===== config.mk =====
export PLATFORM = sky130hd
export DESIGN_NAME = ptcr_regs
export DESIGN_NICKNAME = d
export VERILOG_FILES = /design/src/ptcr_pkg.sv /design/src/ptcr_ext_if.sv /design/src/ptcr_ext_chan.sv /design/src/ptcr_regs.sv
export VERILOG_INCLUDE_DIRS = /design/src
export SDC_FILE = /design/constraint.sdc
export NUM_CORES = 1
export LEC_CHECK = 0
export BUFFER_PORTS_ARGS = -buffer_cell sky130_fd_sc_hd__buf_4
export CAP_MARGIN = 20
export CORE_MARGIN = 2
export CORE_UTILIZATION = 45
export DETAILED_ROUTE_END_ITERATION = 10
export PLACE_DENSITY = 0.87
export SLEW_MARGIN = 15
export SYNTH_ARGS = -nofsm -noshare
export SYNTH_HDL_FRONTEND = slang
export SYNTH_HIERARCHICAL = 1
export SYNTH_SLANG_ARGS = --single-unit
export TNS_END_PERCENT = 1

===== constraint.sdc =====
create_clock -name clk_sys -period 2.5 [get_ports clk_sys]
set_input_delay 0 -clock clk_sys [delete_from_list [all_inputs] [get_ports clk_sys]]
set_output_delay 0 -clock clk_sys [all_outputs]
set_load 0.02 [all_outputs]

===== src/ptcr_cfg.svh =====
// Register offsets, field positions and reset values of the control bank
`ifndef PTCR_CFG_SVH
`define PTCR_CFG_SVH

`define PTCR_ADDR_PORT_OPTION 8'h86
`define PTCR_ADDR_POWER_CONTROL 8'h87
`define PTCR_ADDR_TIMER_CTRL_REG 8'h88

`define PTCR_PORT_OPTION_PULLUP_BIT 0

`define PTCR_POWER_CONTROL_BAUD_DOUBLER_BIT 7
`define PTCR_POWER_CONTROL_FRAMING_CHECK_ENABLE_BIT 6
`define PTCR_POWER_CONTROL_POF_BIT 4
`define PTCR_POWER_CONTROL_GF1_BIT 3
`define PTCR_POWER_CONTROL_GF0_BIT 2
`define PTCR_POWER_CONTROL_PD_BIT 1
`define PTCR_POWER_CONTROL_IDL_BIT 0

`define PTCR_TIMER_CTRL_REG_TF1_BIT 7
`define PTCR_TIMER_CTRL_REG_TR1_BIT 6
`define PTCR_TIMER_CTRL_REG_TF0_BIT 5
`define PTCR_TIMER_CTRL_REG_TR0_BIT 4
`define PTCR_TIMER_CTRL_REG_IE1_BIT 3
`define PTCR_TIMER_CTRL_REG_IT1_BIT 2
`define PTCR_TIMER_CTRL_REG_IE0_BIT 1
`define PTCR_TIMER_CTRL_REG_IT0_BIT 0

`define PTCR_RST_BYTE 8'h00
`define PTCR_RST_BIT 1'b0
`define PTCR_PIN_IDLE 1'b1
`define PTCR_SER_MODE0 2'h0

`endif


===== src/ptcr_pkg.sv =====
// Types shared by the control register bank
`default_nettype none
package ptcr_pkg;
  typedef logic [7:0] ptcr_byte_t;
  typedef enum logic [2:0] {
    PTCR_RUN = 3'b001,
    PTCR_IDLE = 3'b010,
    PTCR_PDOWN = 3'b100
  } ptcr_pwr_e;
endpackage : ptcr_pkg
`default_nettype wire


===== src/ptcr_ext_if.sv =====
// Carrier between the bank and one external interrupt channel
`timescale 1ns/10ps
`default_nettype none
interface ptcr_ext_if;
  logic trig_sel;
  logic ack;
  logic sw_we;
  logic sw_val;
  logic flag;
  logic pin_low;
  modport chan (
    input trig_sel,
    input ack,
    input sw_we,
    input sw_val,
    output flag,
    output pin_low
  );
  modport ctl (
    output trig_sel,
    output ack,
    output sw_we,
    output sw_val,
    input flag,
    input pin_low
  );
endinterface : ptcr_ext_if
`default_nettype wire


===== src/ptcr_ext_chan.sv =====
// One external interrupt channel: pin filter, edge detect and request flag
`timescale 1ns/10ps
`default_nettype none
`include "ptcr_cfg.svh"
module ptcr_ext_chan (
  input wire logic clk_sys,
  input wire logic rst,
  input wire logic pin,
  ptcr_ext_if.chan bus
);
  import ptcr_pkg::*;

  logic sync1_ff;
  logic sync2_ff;
  logic sync3_ff;
  logic filt_ff;
  logic nxt_filt;
  logic fall;
  logic flag_ff;
  logic nxt_flag;

  always_ff @(posedge clk_sys) begin
    if (rst) begin
      sync1_ff <= `PTCR_PIN_IDLE;
      sync2_ff <= `PTCR_PIN_IDLE;
      sync3_ff <= `PTCR_PIN_IDLE;
    end else begin
      sync1_ff <= pin;
      sync2_ff <= sync1_ff;
      sync3_ff <= sync2_ff;
    end
  end

  // A level counts only once two late stages agree
  always_comb begin
    nxt_filt = (sync2_ff == sync3_ff) ? sync3_ff : filt_ff;
    fall = filt_ff & ~nxt_filt;
  end

  always_ff @(posedge clk_sys) begin
    if (rst) begin
      filt_ff <= `PTCR_PIN_IDLE;
    end else begin
      filt_ff <= nxt_filt;
    end
  end

  always_comb begin
    nxt_flag = flag_ff;
    if (bus.trig_sel) begin
      if (bus.sw_we) begin
        nxt_flag = bus.sw_val;
      end
      if (fall) begin
        nxt_flag = 1'b1;
      end
      if (bus.ack) begin
        nxt_flag = 1'b0;
      end
    end else begin
      // Level mode is not latched, a write has no lasting effect
      nxt_flag = ~filt_ff;
    end
  end

  always_ff @(posedge clk_sys) begin
    if (rst) begin
      flag_ff <= `PTCR_RST_BIT;
    end else begin
      flag_ff <= nxt_flag;
    end
  end

  assign bus.flag = flag_ff;
  assign bus.pin_low = ~filt_ff;
endmodule : ptcr_ext_chan
`default_nettype wire


===== src/ptcr_regs.sv =====
// Port option, power control and timer/interrupt control register bank
//
// Added by the designer: the strobed register port.
`timescale 1ns/10ps
`default_nettype none
`include "ptcr_cfg.svh"
// Summary of operation
// - Pull-up select 0 makes low port open-drain, 1 gives internal pull-ups.
// - Baud doubler bit doubles serial baud rate in serial modes 1, 2, 3.
// - Framing check enable picks frame error or mode bit for serial bit 7.
// - Power-on reset sets power-on flag; software may clear it by writing.
// - Writing 1 to the power-down request enters power-down mode.
// - Writing 1 to the sleep request enters idle mode.
// - Timer 1 overflow sets its flag; vector entry clears; software writes.
// - Timer 0 overflow sets its flag; vector entry clears; software writes.
// - Run bits switch timer 1 and timer 0 on when 1, off when 0.
// - Selected fall or low level on an interrupt pin sets its flag.
// - Edge-triggered request flag clears when its service routine begins.
// - Level-triggered request flag follows the pin, it is not latched.
// - Trigger select 1: 1 falling edge, 0 low level, for interrupt 1.
// - Trigger select 0: 1 falling edge, 0 low level, for interrupt 0.
// - Idle stops the processor clock only; any interrupt or reset leaves.
// - Power-down stops all clocks; left by reset or enabled pin interrupt.
// - Ordinary reset keeps power-on flag, initialises the other bits.
module ptcr_regs (
  input wire logic clk_sys,
  input wire logic rst,
  input wire logic por_pulse,
  input wire logic [7:0] addr,
  input wire ptcr_pkg::ptcr_byte_t wdata,
  input wire logic we,
  input wire logic re,
  output var ptcr_pkg::ptcr_byte_t rdata,
  input wire logic tmr0_ovf,
  input wire logic tmr1_ovf,
  input wire logic tmr0_ack,
  input wire logic tmr1_ack,
  input wire logic ext0_ack,
  input wire logic ext1_ack,
  input wire logic ext_irq_pin_a,
  input wire logic ext_irq_pin_b,
  input wire logic ext0_wake_en,
  input wire logic ext1_wake_en,
  input wire logic irq_pending,
  input wire logic [1:0] serial_mode,
  input wire logic serial_mode_bit7,
  input wire logic frame_error_flag,
  output logic low_port_pullup_sel,
  output logic baud_doubler,
  output logic baud_x2_active,
  output logic framing_check_enable,
  output logic serial_control_bit7,
  output logic power_on_flag,
  output logic user_flag_a,
  output logic user_flag_b,
  output logic tmr0_run,
  output logic tmr1_run,
  output logic tmr0_overflow_flag,
  output logic tmr1_overflow_flag,
  output logic ext0_request_flag,
  output logic ext1_request_flag,
  output logic ext0_trigger_sel,
  output logic ext1_trigger_sel,
  output logic cpu_clk_stop,
  output logic osc_stop
);
  import ptcr_pkg::*;

  function automatic logic wr_hit(input logic [7:0] a, input logic [7:0] off,
                                  input logic w);
    wr_hit = w && (a == off);
  endfunction : wr_hit

  logic wr_port_option;
  logic wr_power_control;
  logic wr_timer_ctrl_reg;
  logic pullup_ff;
  logic baud_doubler_ff;
  logic framing_check_enable_ff;
  logic pof_ff;
  logic gf1_ff;
  logic gf0_ff;
  logic tr1_ff;
  logic tr0_ff;
  logic it1_ff;
  logic it0_ff;
  logic tf1_ff;
  logic tf0_ff;
  logic nxt_tf1;
  logic nxt_tf0;
  logic baud_x2_ff;
  logic scon7_ff;
  logic wake;
  ptcr_pwr_e pwr_ff;
  ptcr_pwr_e nxt_pwr;
  logic cpu_stop_ff;
  logic osc_stop_ff;
  ptcr_byte_t port_option_rd;
  ptcr_byte_t power_control_rd;
  ptcr_byte_t timer_ctrl_reg_rd;
  ptcr_byte_t nxt_rdata;
  ptcr_byte_t rdata_ff;

  ptcr_ext_if ext_if0 ();
  ptcr_ext_if ext_if1 ();

  assign wr_port_option = wr_hit(addr, `PTCR_ADDR_PORT_OPTION, we);
  assign wr_power_control = wr_hit(addr, `PTCR_ADDR_POWER_CONTROL, we);
  assign wr_timer_ctrl_reg = wr_hit(addr, `PTCR_ADDR_TIMER_CTRL_REG, we);

  always_ff @(posedge clk_sys) begin
    if (rst) begin
      pullup_ff <= `PTCR_RST_BIT;
    end else if (wr_port_option) begin
      pullup_ff <= wdata[`PTCR_PORT_OPTION_PULLUP_BIT];
    end
  end

  always_ff @(posedge clk_sys) begin
    if (rst) begin
      baud_doubler_ff <= `PTCR_RST_BIT;
      framing_check_enable_ff <= `PTCR_RST_BIT;
      gf1_ff <= `PTCR_RST_BIT;
      gf0_ff <= `PTCR_RST_BIT;
    end else if (wr_power_control) begin
      baud_doubler_ff <= wdata[`PTCR_POWER_CONTROL_BAUD_DOUBLER_BIT];
      framing_check_enable_ff <= wdata[`PTCR_POWER_CONTROL_FRAMING_CHECK_ENABLE_BIT];
      gf1_ff <= wdata[`PTCR_POWER_CONTROL_GF1_BIT];
      gf0_ff <= wdata[`PTCR_POWER_CONTROL_GF0_BIT];
    end
  end

  // Kept out of the ordinary reset so software can tell cold from warm start
  always_ff @(posedge clk_sys) begin
    if (por_pulse) begin
      pof_ff <= 1'b1;
    end else if (wr_power_control && !rst) begin
      pof_ff <= wdata[`PTCR_POWER_CONTROL_POF_BIT];
    end
  end

  // Serial side effects are registered, so they trail the write by a cycle
  always_ff @(posedge clk_sys) begin
    if (rst) begin
      baud_x2_ff <= `PTCR_RST_BIT;
      scon7_ff <= `PTCR_RST_BIT;
    end else begin
      baud_x2_ff <= baud_doubler_ff && (serial_mode != `PTCR_SER_MODE0);
      scon7_ff <= framing_check_enable_ff ? frame_error_flag : serial_mode_bit7;
    end
  end

  always_ff @(posedge clk_sys) begin
    if (rst) begin
      tr1_ff <= `PTCR_RST_BIT;
      tr0_ff <= `PTCR_RST_BIT;
      it1_ff <= `PTCR_RST_BIT;
      it0_ff <= `PTCR_RST_BIT;
    end else if (wr_timer_ctrl_reg) begin
      tr1_ff <= wdata[`PTCR_TIMER_CTRL_REG_TR1_BIT];
      tr0_ff <= wdata[`PTCR_TIMER_CTRL_REG_TR0_BIT];
      it1_ff <= wdata[`PTCR_TIMER_CTRL_REG_IT1_BIT];
      it0_ff <= wdata[`PTCR_TIMER_CTRL_REG_IT0_BIT];
    end
  end

  // Overflow beats a software write, acknowledge beats both
  always_comb begin
    nxt_tf1 = tf1_ff;
    nxt_tf0 = tf0_ff;
    if (wr_timer_ctrl_reg) begin
      nxt_tf1 = wdata[`PTCR_TIMER_CTRL_REG_TF1_BIT];
      nxt_tf0 = wdata[`PTCR_TIMER_CTRL_REG_TF0_BIT];
    end
    if (tmr1_ovf) begin
      nxt_tf1 = 1'b1;
    end
    if (tmr0_ovf) begin
      nxt_tf0 = 1'b1;
    end
    if (tmr1_ack) begin
      nxt_tf1 = 1'b0;
    end
    if (tmr0_ack) begin
      nxt_tf0 = 1'b0;
    end
  end

  always_ff @(posedge clk_sys) begin
    if (rst) begin
      tf1_ff <= `PTCR_RST_BIT;
      tf0_ff <= `PTCR_RST_BIT;
    end else begin
      tf1_ff <= nxt_tf1;
      tf0_ff <= nxt_tf0;
    end
  end

  assign ext_if0.trig_sel = it0_ff;
  assign ext_if0.ack = ext0_ack;
  assign ext_if0.sw_we = wr_timer_ctrl_reg;
  assign ext_if0.sw_val = wdata[`PTCR_TIMER_CTRL_REG_IE0_BIT];
  assign ext_if1.trig_sel = it1_ff;
  assign ext_if1.ack = ext1_ack;
  assign ext_if1.sw_we = wr_timer_ctrl_reg;
  assign ext_if1.sw_val = wdata[`PTCR_TIMER_CTRL_REG_IE1_BIT];

  ptcr_ext_chan u_ext0 (
    .clk_sys(clk_sys),
    .rst(rst),
    .pin(ext_irq_pin_a),
    .bus(ext_if0.chan)
  );

  ptcr_ext_chan u_ext1 (
    .clk_sys(clk_sys),
    .rst(rst),
    .pin(ext_irq_pin_b),
    .bus(ext_if1.chan)
  );

  // Wake logic must sit on the always-on part of the clock tree
  assign wake = (ext0_wake_en && ext_if0.pin_low) ||
                (ext1_wake_en && ext_if1.pin_low);

  always_comb begin
    nxt_pwr = pwr_ff;
    unique case (pwr_ff)
      PTCR_RUN: begin
        if (wr_power_control && wdata[`PTCR_POWER_CONTROL_PD_BIT]) begin
          nxt_pwr = PTCR_PDOWN;
        end else if (wr_power_control && wdata[`PTCR_POWER_CONTROL_IDL_BIT]) begin
          nxt_pwr = PTCR_IDLE;
        end
      end
      PTCR_IDLE: begin
        if (irq_pending) begin
          nxt_pwr = PTCR_RUN;
        end
      end
      PTCR_PDOWN: begin
        if (wake) begin
          nxt_pwr = PTCR_RUN;
        end
      end
    endcase
  end

  always_ff @(posedge clk_sys) begin
    if (rst) begin
      pwr_ff <= PTCR_RUN;
      cpu_stop_ff <= `PTCR_RST_BIT;
      osc_stop_ff <= `PTCR_RST_BIT;
    end else begin
      pwr_ff <= nxt_pwr;
      cpu_stop_ff <= (nxt_pwr != PTCR_RUN);
      osc_stop_ff <= (nxt_pwr == PTCR_PDOWN);
    end
  end

  always_comb begin
    port_option_rd = `PTCR_RST_BYTE;
    port_option_rd[`PTCR_PORT_OPTION_PULLUP_BIT] = pullup_ff;
    power_control_rd = `PTCR_RST_BYTE;
    power_control_rd[`PTCR_POWER_CONTROL_BAUD_DOUBLER_BIT] = baud_doubler_ff;
    power_control_rd[`PTCR_POWER_CONTROL_FRAMING_CHECK_ENABLE_BIT] = framing_check_enable_ff;
    power_control_rd[`PTCR_POWER_CONTROL_POF_BIT] = pof_ff;
    power_control_rd[`PTCR_POWER_CONTROL_GF1_BIT] = gf1_ff;
    power_control_rd[`PTCR_POWER_CONTROL_GF0_BIT] = gf0_ff;
    power_control_rd[`PTCR_POWER_CONTROL_PD_BIT] = (pwr_ff == PTCR_PDOWN);
    power_control_rd[`PTCR_POWER_CONTROL_IDL_BIT] = (pwr_ff == PTCR_IDLE);
    timer_ctrl_reg_rd[`PTCR_TIMER_CTRL_REG_TF1_BIT] = tf1_ff;
    timer_ctrl_reg_rd[`PTCR_TIMER_CTRL_REG_TR1_BIT] = tr1_ff;
    timer_ctrl_reg_rd[`PTCR_TIMER_CTRL_REG_TF0_BIT] = tf0_ff;
    timer_ctrl_reg_rd[`PTCR_TIMER_CTRL_REG_TR0_BIT] = tr0_ff;
    timer_ctrl_reg_rd[`PTCR_TIMER_CTRL_REG_IE1_BIT] = ext_if1.flag;
    timer_ctrl_reg_rd[`PTCR_TIMER_CTRL_REG_IT1_BIT] = it1_ff;
    timer_ctrl_reg_rd[`PTCR_TIMER_CTRL_REG_IE0_BIT] = ext_if0.flag;
    timer_ctrl_reg_rd[`PTCR_TIMER_CTRL_REG_IT0_BIT] = it0_ff;
    nxt_rdata = `PTCR_RST_BYTE;
    if (re) begin
      if (addr == `PTCR_ADDR_PORT_OPTION) begin
        nxt_rdata = port_option_rd;
      end else if (addr == `PTCR_ADDR_POWER_CONTROL) begin
        nxt_rdata = power_control_rd;
      end else if (addr == `PTCR_ADDR_TIMER_CTRL_REG) begin
        nxt_rdata = timer_ctrl_reg_rd;
      end
    end
  end

  always_ff @(posedge clk_sys) begin
    if (rst) begin
      rdata_ff <= `PTCR_RST_BYTE;
    end else begin
      rdata_ff <= nxt_rdata;
    end
  end

  assign rdata = rdata_ff;
  assign low_port_pullup_sel = pullup_ff;
  assign baud_doubler = baud_doubler_ff;
  assign baud_x2_active = baud_x2_ff;
  assign framing_check_enable = framing_check_enable_ff;
  assign serial_control_bit7 = scon7_ff;
  assign power_on_flag = pof_ff;
  assign user_flag_a = gf0_ff;
  assign user_flag_b = gf1_ff;
  assign tmr0_run = tr0_ff;
  assign tmr1_run = tr1_ff;
  assign tmr0_overflow_flag = tf0_ff;
  assign tmr1_overflow_flag = tf1_ff;
  assign ext0_request_flag = ext_if0.flag;
  assign ext1_request_flag = ext_if1.flag;
  assign ext0_trigger_sel = it0_ff;
  assign ext1_trigger_sel = it1_ff;
  assign cpu_clk_stop = cpu_stop_ff;
  assign osc_stop = osc_stop_ff;
endmodule : ptcr_regs
`default_nettype wire


==> impl_metrics.env, run 1 <==
export IMPL_status="finished, final reports clean"
export IMPL_die_w_um=62.0
export IMPL_cp_top_family="simple AND/OR/NAND/NOR gates"
export IMPL_largest_reg_flops=8
export IMPL_synth_avg_cell_area_um2=9.11
export IMPL_post_drt_wl_per_cell_um=13.9
export IMPL_place_gp_congestion=0.841
export IMPL_critPathLaunchType="primary input"
export IMPL_synth_most_common_cell="dfxtp_1"
export IMPL_path_class="in -> reg"
export IMPL_synthFlopType="dfxtp_1"
export IMPL_synthCells=166
export IMPL_period_minus_slack_ps=2260
export IMPL_fin_hold_ws_ps=15.5
export IMPL_crit_path_max_fanout=10
export IMPL_clk_pin_slew_worst_paths_ps=130
export IMPL_clock_skew_ps=12.7
export IMPL_antenna_cells=0
export IMPL_vias_per_cell=5.31
export IMPL_hp_class="in -> reg"
export IMPL_port_buffers=61
export IMPL_grt_pass1_wl_um=6580
export IMPL_critical_path_arrival_ps=2520
export IMPL_p_seq_share_pct=52.6
export IMPL_place_hpwl_um=2680
export IMPL_synth_edf_count=0
export IMPL_synthesis_nets=202
export IMPL_period_share_pct=90.3
export IMPL_vias=1609
export IMPL_cpPeakStageDelay_ps=690
export IMPL_crit_slowest_cell="or4b_1"
export IMPL_clockBufferDepth=2
export IMPL_numCtsBuffers=5
export IMPL_p_clk_share_pct=37.2
export IMPL_finalHoldViolCount=0
export IMPL_start_util_pct=46.1
export IMPL_cts_tree="built"
export IMPL_drcViolationCount=0
export IMPL_placedCellCount=270
export IMPL_synth_area_mm2=0.00151
export IMPL_clk_latency_ps=360
export IMPL_die_area_mm2=0.00384
export IMPL_antenna_found_initial=0
export IMPL_nets=292
export IMPL_slew_headroom_pct=76.2
export IMPL_grt_max_degree=35
export IMPL_worst_slew_pin_slew_ps=354
export IMPL_intPower_w=0.000880
export IMPL_power_frac_comb_pct=10.2
export IMPL_ys_ff_latch=37
export IMPL_first_pass_iters=4
export IMPL_fmax_mhz=443
export IMPL_setup_viol=0
export IMPL_rsz0062_at_grt="no"
export IMPL_core_mm2=0.00328
export IMPL_peakVddDrop_mv=0.341
export IMPL_dr_first_iter_drc_count=70
export IMPL_clock_root_buffer="clkbuf_4"
export IMPL_cp_data_required_time_ps=2760
export IMPL_netlist_area_leader_share_pct=49.0
export IMPL_antenna_left=0
export IMPL_synthArstFlopShare_pct=0
export IMPL_power_leakage_nw=0.988
export IMPL_setup_tns_final_ps=0
export IMPL_seq_area_frac_synth_pct=49.0
export IMPL_grt_pass1_vias=1530
export IMPL_fin_cells=303
export IMPL_synthToLayoutAreaGrowth_pct=56.2
export IMPL_drt_total_wl_um=4210
export IMPL_grt_overflow_total=0
export IMPL_cp_end_kind="flip-flop"
export IMPL_cellPowerDensity_mw_per_mm2=483
export IMPL_cts_num_sinks=37
export IMPL_cts_setup_buffers=0
export IMPL_htree_levels=2
export IMPL_worstPathCellList="buf_4, or4b_1, or4_1, o21a_1, a211o_1, dlygate4sd3_1"
export IMPL_ys_top_cells_by_count="dfxtp_1 (37), nor2_1 (21), nand2_1 (13)"
export IMPL_netSwitchingFraction_pct=22.9
export IMPL_dieHeight_um=62.0
export IMPL_critical_path_buf_inv_count=2
export IMPL_grtUsageTotal_pct=23.4
export IMPL_maxCapViolCount=0
export IMPL_yosys_warnings=6
export IMPL_p_switching_w=0.000261
export IMPL_yosys_area_top_type="dfxtp_1"
export IMPL_yosys_top_cells_area="dfxtp_1 (49%), nor2_1 (5.2%), a21oi_1 (4.0%)"
export IMPL_io_pins=62
export IMPL_rows=21
export IMPL_drive_gt1_share_pct=32.7
export IMPL_synth_cell_types=41
export IMPL_drv_slew=0
[final timing paths]
check,from,endpoint,slack [ps],cells past startpoint
setup / recovery,addr[6],power_on_flag,240,6
hold / removal,rst,serial_control_bit7,20,2
hold reg to reg,u_ext1/sync1_ff,u_ext1/sync2_ff,420,1
setup reg to reg,ext0_trigger_sel,u_ext0/bus.flag,960,3
[per-stage QoR]
stage                     setup slack, ps  power [W]  utilization, %  area (um^2)
after global routing                  179    0.00119            71.9         2360
after detailed placement              422   0.000700            61.8         2030
after global placement                464   0.000699            61.8         2030
final                                 244    0.00114            71.9         2360
after floorplan                       590   0.000641               -         1510
after CTS                             270    0.00115            71.9         2360
[worst reg2reg max path, stage by stage, from the launching register on]
cell and delay [ps]:
dfxtp_1 440, or3b_1 380, o32ai_1 110, dlygate4sd3_1 570
[cells by family after synthesis]
family,count (synthesis),synth area share [%]
multiplexers,3,1.99
buffers and inverters,14,3.72
AND/OR/NAND/NOR,75,26.9
AO/OA/AOI/OAI,37,18.4
flip-flops,37,49.0
[timing repair]
action                                 in CTS  in global routing
setup endpoints to repair                   0                  0
hold buffers                               25                  0
endpoints found under the hold margin      20                  0
resized for setup                           0                  0
[layer usage]
metal | global-route usage, % | wire length, um
met2 | 43.2 | 2140
met4 | 10.0 | 75
met1 | 24.2 | 1700
met3 | 7.25 | 293
met5 | 0 | 0
[cells in the final DEF, fill, tap and decap left out, types with 3 or more instances in the layout]
| cell | count |
|---|---|
| a21oi_1 | 12 |
| a22oi_1 | 6 |
| buf_4 | 65 |
| clkbuf_4 | 5 |
| dfxtp_1 | 37 |
| dlygate4sd3_1 | 25 |
| inv_1 | 7 |
| mux2i_1 | 3 |
| nand2_1 | 13 |
| nand2b_1 | 4 |
| nand3_1 | 3 |
| nor2_1 | 21 |
| nor2b_1 | 4 |
| nor3_1 | 6 |
| or2_2 | 8 |
[power groups by stage]
stage / Sequential, W / Clock [W] / Combinational, W
6_report: 0.000600 / 0.000424 / 0.000117
5_1_grt: 0.000601 / 0.000458 / 0.000126
4_1_cts: 0.000600 / 0.000432 / 0.000115
3_5_place_dp: 0.000613 / 0 / 0.0000874
3_3_place_gp: 0.000613 / 0 / 0.0000859
2_1_floorplan: 0.000616 / 0 / 0.0000251
[cell type report]
type	instances	area, um^2
clock buffers	5	37.5
clock inverters	3	46.3
fillers	243	922
inverters	7	26.3
multi-input cells	115	716
flip-flops and latches	37	741
well taps	46	57.6
repair buffers	90	738
Note: power is estimated with default switching activity, not from simulation.
==> inputs of run 2 (changes only) <==
--- a/config.mk
+++ b/config.mk
@@ -11,6 +11,7 @@
 export CORE_MARGIN = 2
 export CORE_UTILIZATION = 45
 export DETAILED_ROUTE_END_ITERATION = 10
+export GPL_TIMING_DRIVEN = 0
 export PLACE_DENSITY = 0.87
 export SLEW_MARGIN = 15
 export SYNTH_ARGS = -nofsm -noshare
==> run 2 against run 1 <==
Critical path depth increased by 4. First-iteration DRC count increased by 71%. Largest power group unchanged. Clock skew rose by 9.2 ps. Wire length increased by 8.4%.
==> impl_metrics.env, run 2 (synthesis gave the netlist of run 1 again) <==
export IMPL_place_hpwl_um=2720
export IMPL_grtUsageTotal_pct=25.5
export IMPL_cp_top_family="buffers and inverters"
export IMPL_drive_gt1_share_pct=31.9
export IMPL_dr_first_iter_drc_count=120
export IMPL_cts_num_sinks=37
export IMPL_grt_pass1_wl_um=7050
export IMPL_antenna_found_initial=0
export IMPL_fmax_mhz=424
export IMPL_crit_slowest_cell="dlygate4sd3_1"
export IMPL_cellPowerDensity_mw_per_mm2=518
export IMPL_grt_max_degree=17
export IMPL_peakVddDrop_mv=0.590
export IMPL_fin_hold_ws_ps=14.3
export IMPL_rsz0062_at_grt="no"
export IMPL_r2r_end="u_ext0/bus.flag"
export IMPL_antenna_cells=0
export IMPL_dieHeight_um=62.0
export IMPL_layout_common_cells="buf_4 (61), dfxtp_1 (37), dlygate4sd3_1 (28)"
export IMPL_r2r_setup_slack_ps=880
export IMPL_nets=298
export IMPL_cp_data_required_time_ps=2750
export IMPL_finalHoldViolCount=0
export IMPL_critical_path_buf_inv_count=5
export IMPL_hp_class="in -> reg"
export IMPL_first_pass_iters=4
export IMPL_cts_tree="built"
export IMPL_worstPathCellList="buf_4, or4b_1, buf_2, or4_1, buf_2, inv_2, nor2b_1, a221oi_1, o32ai_1, dlygate4sd3_1"
export IMPL_final_common_cell="buf_4"
export IMPL_setup_tns_final_ps=0
export IMPL_critPathLaunchType="primary input"
export IMPL_htree_levels=2
export IMPL_status="finished, final reports clean"
export IMPL_p_total_w=0.00125
export IMPL_drv_slew=0
export IMPL_critical_path_arrival_ps=2610
export IMPL_period_share_pct=94.4
export IMPL_vias_per_cell=5.27
export IMPL_clock_root_buffer="clkbuf_4"
export IMPL_power_leakage_nw=1.01
export IMPL_clk_latency_ps=350
export IMPL_grt_pass1_vias=1600
export IMPL_reg2reg_depth=3
export IMPL_maxCapViolCount=0
export IMPL_post_drt_wl_per_cell_um=14.8
export IMPL_holdCritStartpoint="addr[0]"
export IMPL_clk_pin_slew_worst_paths_ps=130
export IMPL_setup_viol=0
export IMPL_worst_slew_pin_slew_ps=835
export IMPL_holdPathEnd="low_port_pullup_sel"
export IMPL_crit_path_max_fanout=10
export IMPL_crit_path_frequent_cell="buf_2"
export IMPL_start_util_pct=46.1
export IMPL_whs_path_depth=4
export IMPL_cpPeakStageDelay_ps=590
export IMPL_largest_reg_flops=8
export IMPL_die_w_um=62.0
export IMPL_drt_total_wl_um=4570
export IMPL_synthToLayoutAreaGrowth_pct=59.6
export IMPL_clockBufferDepth=2
export IMPL_vias=1628
export IMPL_place_gp_congestion=0.842
export IMPL_port_buffers=61
export IMPL_rows=21
export IMPL_die_area_mm2=0.00384
export IMPL_finish_utilization_pct=73.5
export IMPL_core_mm2=0.00328
export IMPL_cp_end_kind="flip-flop"
export IMPL_finalWorstSetupSlack_ps=141
export IMPL_drcViolationCount=0
export IMPL_numCtsBuffers=5
export IMPL_slew_headroom_pct=43.9
export IMPL_path_class="in -> reg"
export IMPL_grt_overflow_total=0
export IMPL_r2r_start="ext0_trigger_sel"
export IMPL_preCtsSetupSlack_ps=338
export IMPL_clock_skew_ps=21.9
export IMPL_period_minus_slack_ps=2360
export IMPL_antenna_left=0
export IMPL_io_pins=62
==> run 2: cell count changes in the layout (fill, tap and decap cells not counted), sizes merged <==
| cell | delta |
|---|---|
| buf | -2 |
| bufinv | +1 |
| clkbuf | +5 |
| clkinv | -1 |
| clkinvlp | -1 |
| dlygate4sd3 | +3 |
| inv | +1 |
==> run 2: final cells by class <==
| cell class | count | area (um^2) |
|---|---|---|
| Buffer | 7 | 30.0 |
| Clock inverter | 3 | 68.8 |
| Fill cell | 213 | 870 |
| Multi-Input combinational cell | 115 | 716 |
| Sequential cell | 37 | 741 |
| Clock buffer | 5 | 37.5 |
| Tap cell | 46 | 57.6 |
| Timing Repair Buffer | 89 | 738 |
| Inverter | 7 | 26.3 |
==> run 2: layer usage <==
layer	part of all wire (%)	vias up	track usage, %
met1	40	748	27.7
met3	8.2	15	9.32
met2	50	78	44.6
met4	2.5	0	10.0
met5	0	-	0
li1	-	787	-
==> run 2: worst max path at each step <==
stage                        from               to  slack, ps  depth (start not counted)
after global routing      addr[6]  u_ext0/bus.flag         60                         10
after global placement    addr[6]  u_ext0/bus.flag        370                          9
after floorplan           addr[6]  u_ext0/bus.flag        590                          8
final                     addr[6]  u_ext0/bus.flag        140                         10
after detailed placement  addr[6]  u_ext0/bus.flag        340                          9
after CTS                 addr[6]  u_ext0/bus.flag        160                         10
==> run 2: report_power, final <==
group	internal (W)	switching, W	leakage [nW]
registers	0.000596	0.00000375	0.300
clock network	0.000315	0.000212	0.0558
logic	0.0000765	0.0000483	0.652
total	0.000987	0.000264	1.01
==> run 2: timing repair <==
| item | CTS | global route |
|---|---|---|
| resized for setup | 0 | 1 |
| endpoints found under the hold margin | 26 | 0 |
| hold buffers | 28 | 0 |
| buffers inserted | 0 | 0 |
| setup endpoints to repair | 0 | 1 |
==> run 2: tightest hold or removal path: cells and delay by family <==
kind | cells | cell delay (ps)
simple gates | 2 | 120
mux | 1 | 110
buf+inv | 1 | 100
==> run 2: through the flow <==
| stage | cells | area [um^2] |
|---|---|---|
| 4_1_cts | 309 | 2410 |
| 5_1_grt | 309 | 2410 |
| 3_5_place_dp | 273 | 2030 |
| 3_3_place_gp | 273 | 2030 |
| 6_report | 309 | 2410 |
| 2_1_floorplan | 166 | 1510 |
==> inputs of run 3 (changes only) <==
--- a/config.mk
+++ b/config.mk
@@ -6,7 +6,7 @@
 export SDC_FILE = /design/constraint.sdc
 export NUM_CORES = 1
 export LEC_CHECK = 0
-export BUFFER_PORTS_ARGS = -buffer_cell sky130_fd_sc_hd__buf_4
+export BUFFER_PORTS_ARGS = -buffer_cell sky130_fd_sc_hd__buf_2
 export CAP_MARGIN = 20
 export CORE_MARGIN = 2
 export CORE_UTILIZATION = 45
==> run 3 against run 2 <==
Cell count fell by 1.6%. Combinational power fell by 19%. Clock power fell by 21%. Critical endpoint is now power_on_flag.
==> impl_metrics.env, run 3 (synthesis gave the netlist of run 1 again) <==
export IMPL_dieHeight_um=62.0
export IMPL_first_pass_iters=4
export IMPL_start_util_pct=46.1
export IMPL_antenna_found_initial=0
export IMPL_nets=293
export IMPL_crit_path_frequent_cell="dlygate4sd3_1"
export IMPL_critical_path_buf_inv_count=5
export IMPL_p_switching_w=0.000253
export IMPL_place_gp_congestion=0.888
export IMPL_core_mm2=0.00328
export IMPL_setup_worst_path_start="we"
export IMPL_hp_class="in -> reg"
export IMPL_setup_tns_final_ps=0
export IMPL_ctsResizeCount=0
export IMPL_fmax_mhz=442
export IMPL_crit_path_max_fanout=7
export IMPL_rsz0062_at_grt="no"
export IMPL_antenna_cells=0
export IMPL_peakVddDrop_mv=0.251
export IMPL_worstPathCellList="dlygate4sd3_1, buf_2, inv_1, or4_1, clkbuf_2, o21a_1, a211o_1, dlygate4sd3_1"
export IMPL_power_frac_comb_pct=9.0
export IMPL_place_area_mm2=0.00188
export IMPL_p_seq_share_pct=53.7
export IMPL_die_area_mm2=0.00384
export IMPL_cts_tree="built"
export IMPL_clk_pin_slew_worst_paths_ps=120
export IMPL_setup_viol=0
export IMPL_clk_latency_ps=350
export IMPL_layout_common_cells="buf_2 (63), dfxtp_1 (37), dlygate4sd3_1 (23)"
export IMPL_cellPowerDensity_mw_per_mm2=510
export IMPL_final_common_cell="buf_2"
export IMPL_dr_first_iter_drc_count=118
export IMPL_grt_pass1_wl_um=6200
export IMPL_grt_max_degree=17
export IMPL_io_pins=62
export IMPL_crit_slowest_cell="dlygate4sd3_1"
export IMPL_status="finished, final reports clean"
export IMPL_holdCritStartpoint="wdata[1]"
export IMPL_drt_total_wl_um=4050
export IMPL_cpPeakStageDelay_ps=550
export IMPL_clock_root_buffer="clkbuf_4"
export IMPL_grtUsageTotal_pct=22.2
export IMPL_clock_skew_ps=16.9
export IMPL_period_minus_slack_ps=2260
export IMPL_cp_data_required_time_ps=2760
export IMPL_period_share_pct=90.5
export IMPL_p_total_w=0.00112
export IMPL_finalWorstSetupSlack_ps=238
export IMPL_path_class="in -> reg"
export IMPL_preCtsSetupSlack_ps=326
export IMPL_vias=1583
export IMPL_post_drt_wl_per_cell_um=13.3
export IMPL_die_w_um=62.0
export IMPL_netSwitchingFraction_pct=22.6
export IMPL_htree_levels=2
export IMPL_port_buffers=61
export IMPL_place_hpwl_um=2570
export IMPL_drv_slew=0
export IMPL_largest_reg_flops=8
export IMPL_cp_end_kind="flip-flop"
export IMPL_finalHoldViolCount=0
export IMPL_drcViolationCount=0
export IMPL_drive_gt1_share_pct=32.2
export IMPL_cts_setup_buffers=0
export IMPL_synthToLayoutAreaGrowth_pct=44.7
export IMPL_p_clk_share_pct=37.3
export IMPL_slew_headroom_pct=43.4
export IMPL_final_area_mm2=0.00219
export IMPL_cts_num_sinks=37
export IMPL_clockBufferDepth=2
export IMPL_critical_path_arrival_ps=2520
export IMPL_rows=21
export IMPL_grt_overflow_total=0
export IMPL_worst_slew_pin_slew_ps=843
export IMPL_cp_top_family="buffers and inverters"
export IMPL_maxCapViolCount=0
export IMPL_critPathLaunchType="primary input"
export IMPL_r2r_start="u_ext0/filt_ff"
export IMPL_grt_pass1_vias=1483
export IMPL_intPower_w=0.000864
export IMPL_power_leakage_nw=0.942
export IMPL_numCtsBuffers=5
export IMPL_antenna_left=0
export IMPL_vias_per_cell=5.21
[run 3: cell count changes in the layout (fill, tap and decap cells not counted)]
cell	previous run	this run
inv_2	1	0
buf_4	61	0
bufinv_16	2	1
inv_6	1	0
clkinvlp_4	0	1
inv_1	6	7
clkinv_4	0	1
dlygate4sd3_1	28	23
buf_2	2	63
[run 3: layout make-up]
class / count / area (um^2)
Buffer: 7 / 30.0
Clock buffer: 5 / 37.5
Clock inverter: 3 / 46.3
Fill cell: 258 / 1090
Inverter: 7 / 26.3
Multi-Input combinational cell: 115 / 716
Sequential cell: 37 / 741
Tap cell: 46 / 57.6
Timing Repair Buffer: 84 / 536
[run 3: power by group through the flow]
stage	registers, W	logic [W]	clock network (W)
finish	0.000599	0.000101	0.000417
global route	0.000601	0.000111	0.000446
CTS	0.000599	0.0000994	0.000427
detailed placement	0.000613	0.0000730	0
global placement	0.000612	0.0000710	0
floorplan	0.000616	0.0000251	0
[run 3: metal layers]
metal / vias to the layer above / part of all wire [%] / track usage [%]
met5: - / 0 / 0
met1: 734 / 42 / 24.3
met2: 62 / 51 / 39.7
met4: 0 / 1.3 / 10.9
met3: 7 / 5.5 / 5.38
li1: 780 / - / -
[run 3: what timing repair did]
action                                 4_1_cts  5_1_grt
hold buffers                                23        0
endpoints found under the hold margin       20        0
setup endpoints to repair                    0        0
[run 3: tightest hold or removal path, delay by kind of cell]
family	cells	cell delay (ps)
compound gates	2	200
buf+inv	1	120
[run 3: worst paths after layout]
kind	to	slack, ps	cells past startpoint
max	power_on_flag	240	8
min	u_ext0/bus.flag	20	3
max reg2reg	pwr_ff[0]	1000	5
min reg2reg	u_ext0/sync2_ff	420	1
[run 3: metrics by stage]
stage	utilization (%)	std cells	hold slack, ps
finish	66.7	304	18.9
CTS	66.7	304	10.2
global route	66.7	304	35.2
detailed placement	57.1	273	181
floorplan	-	166	76.0
global placement	57.1	273	182
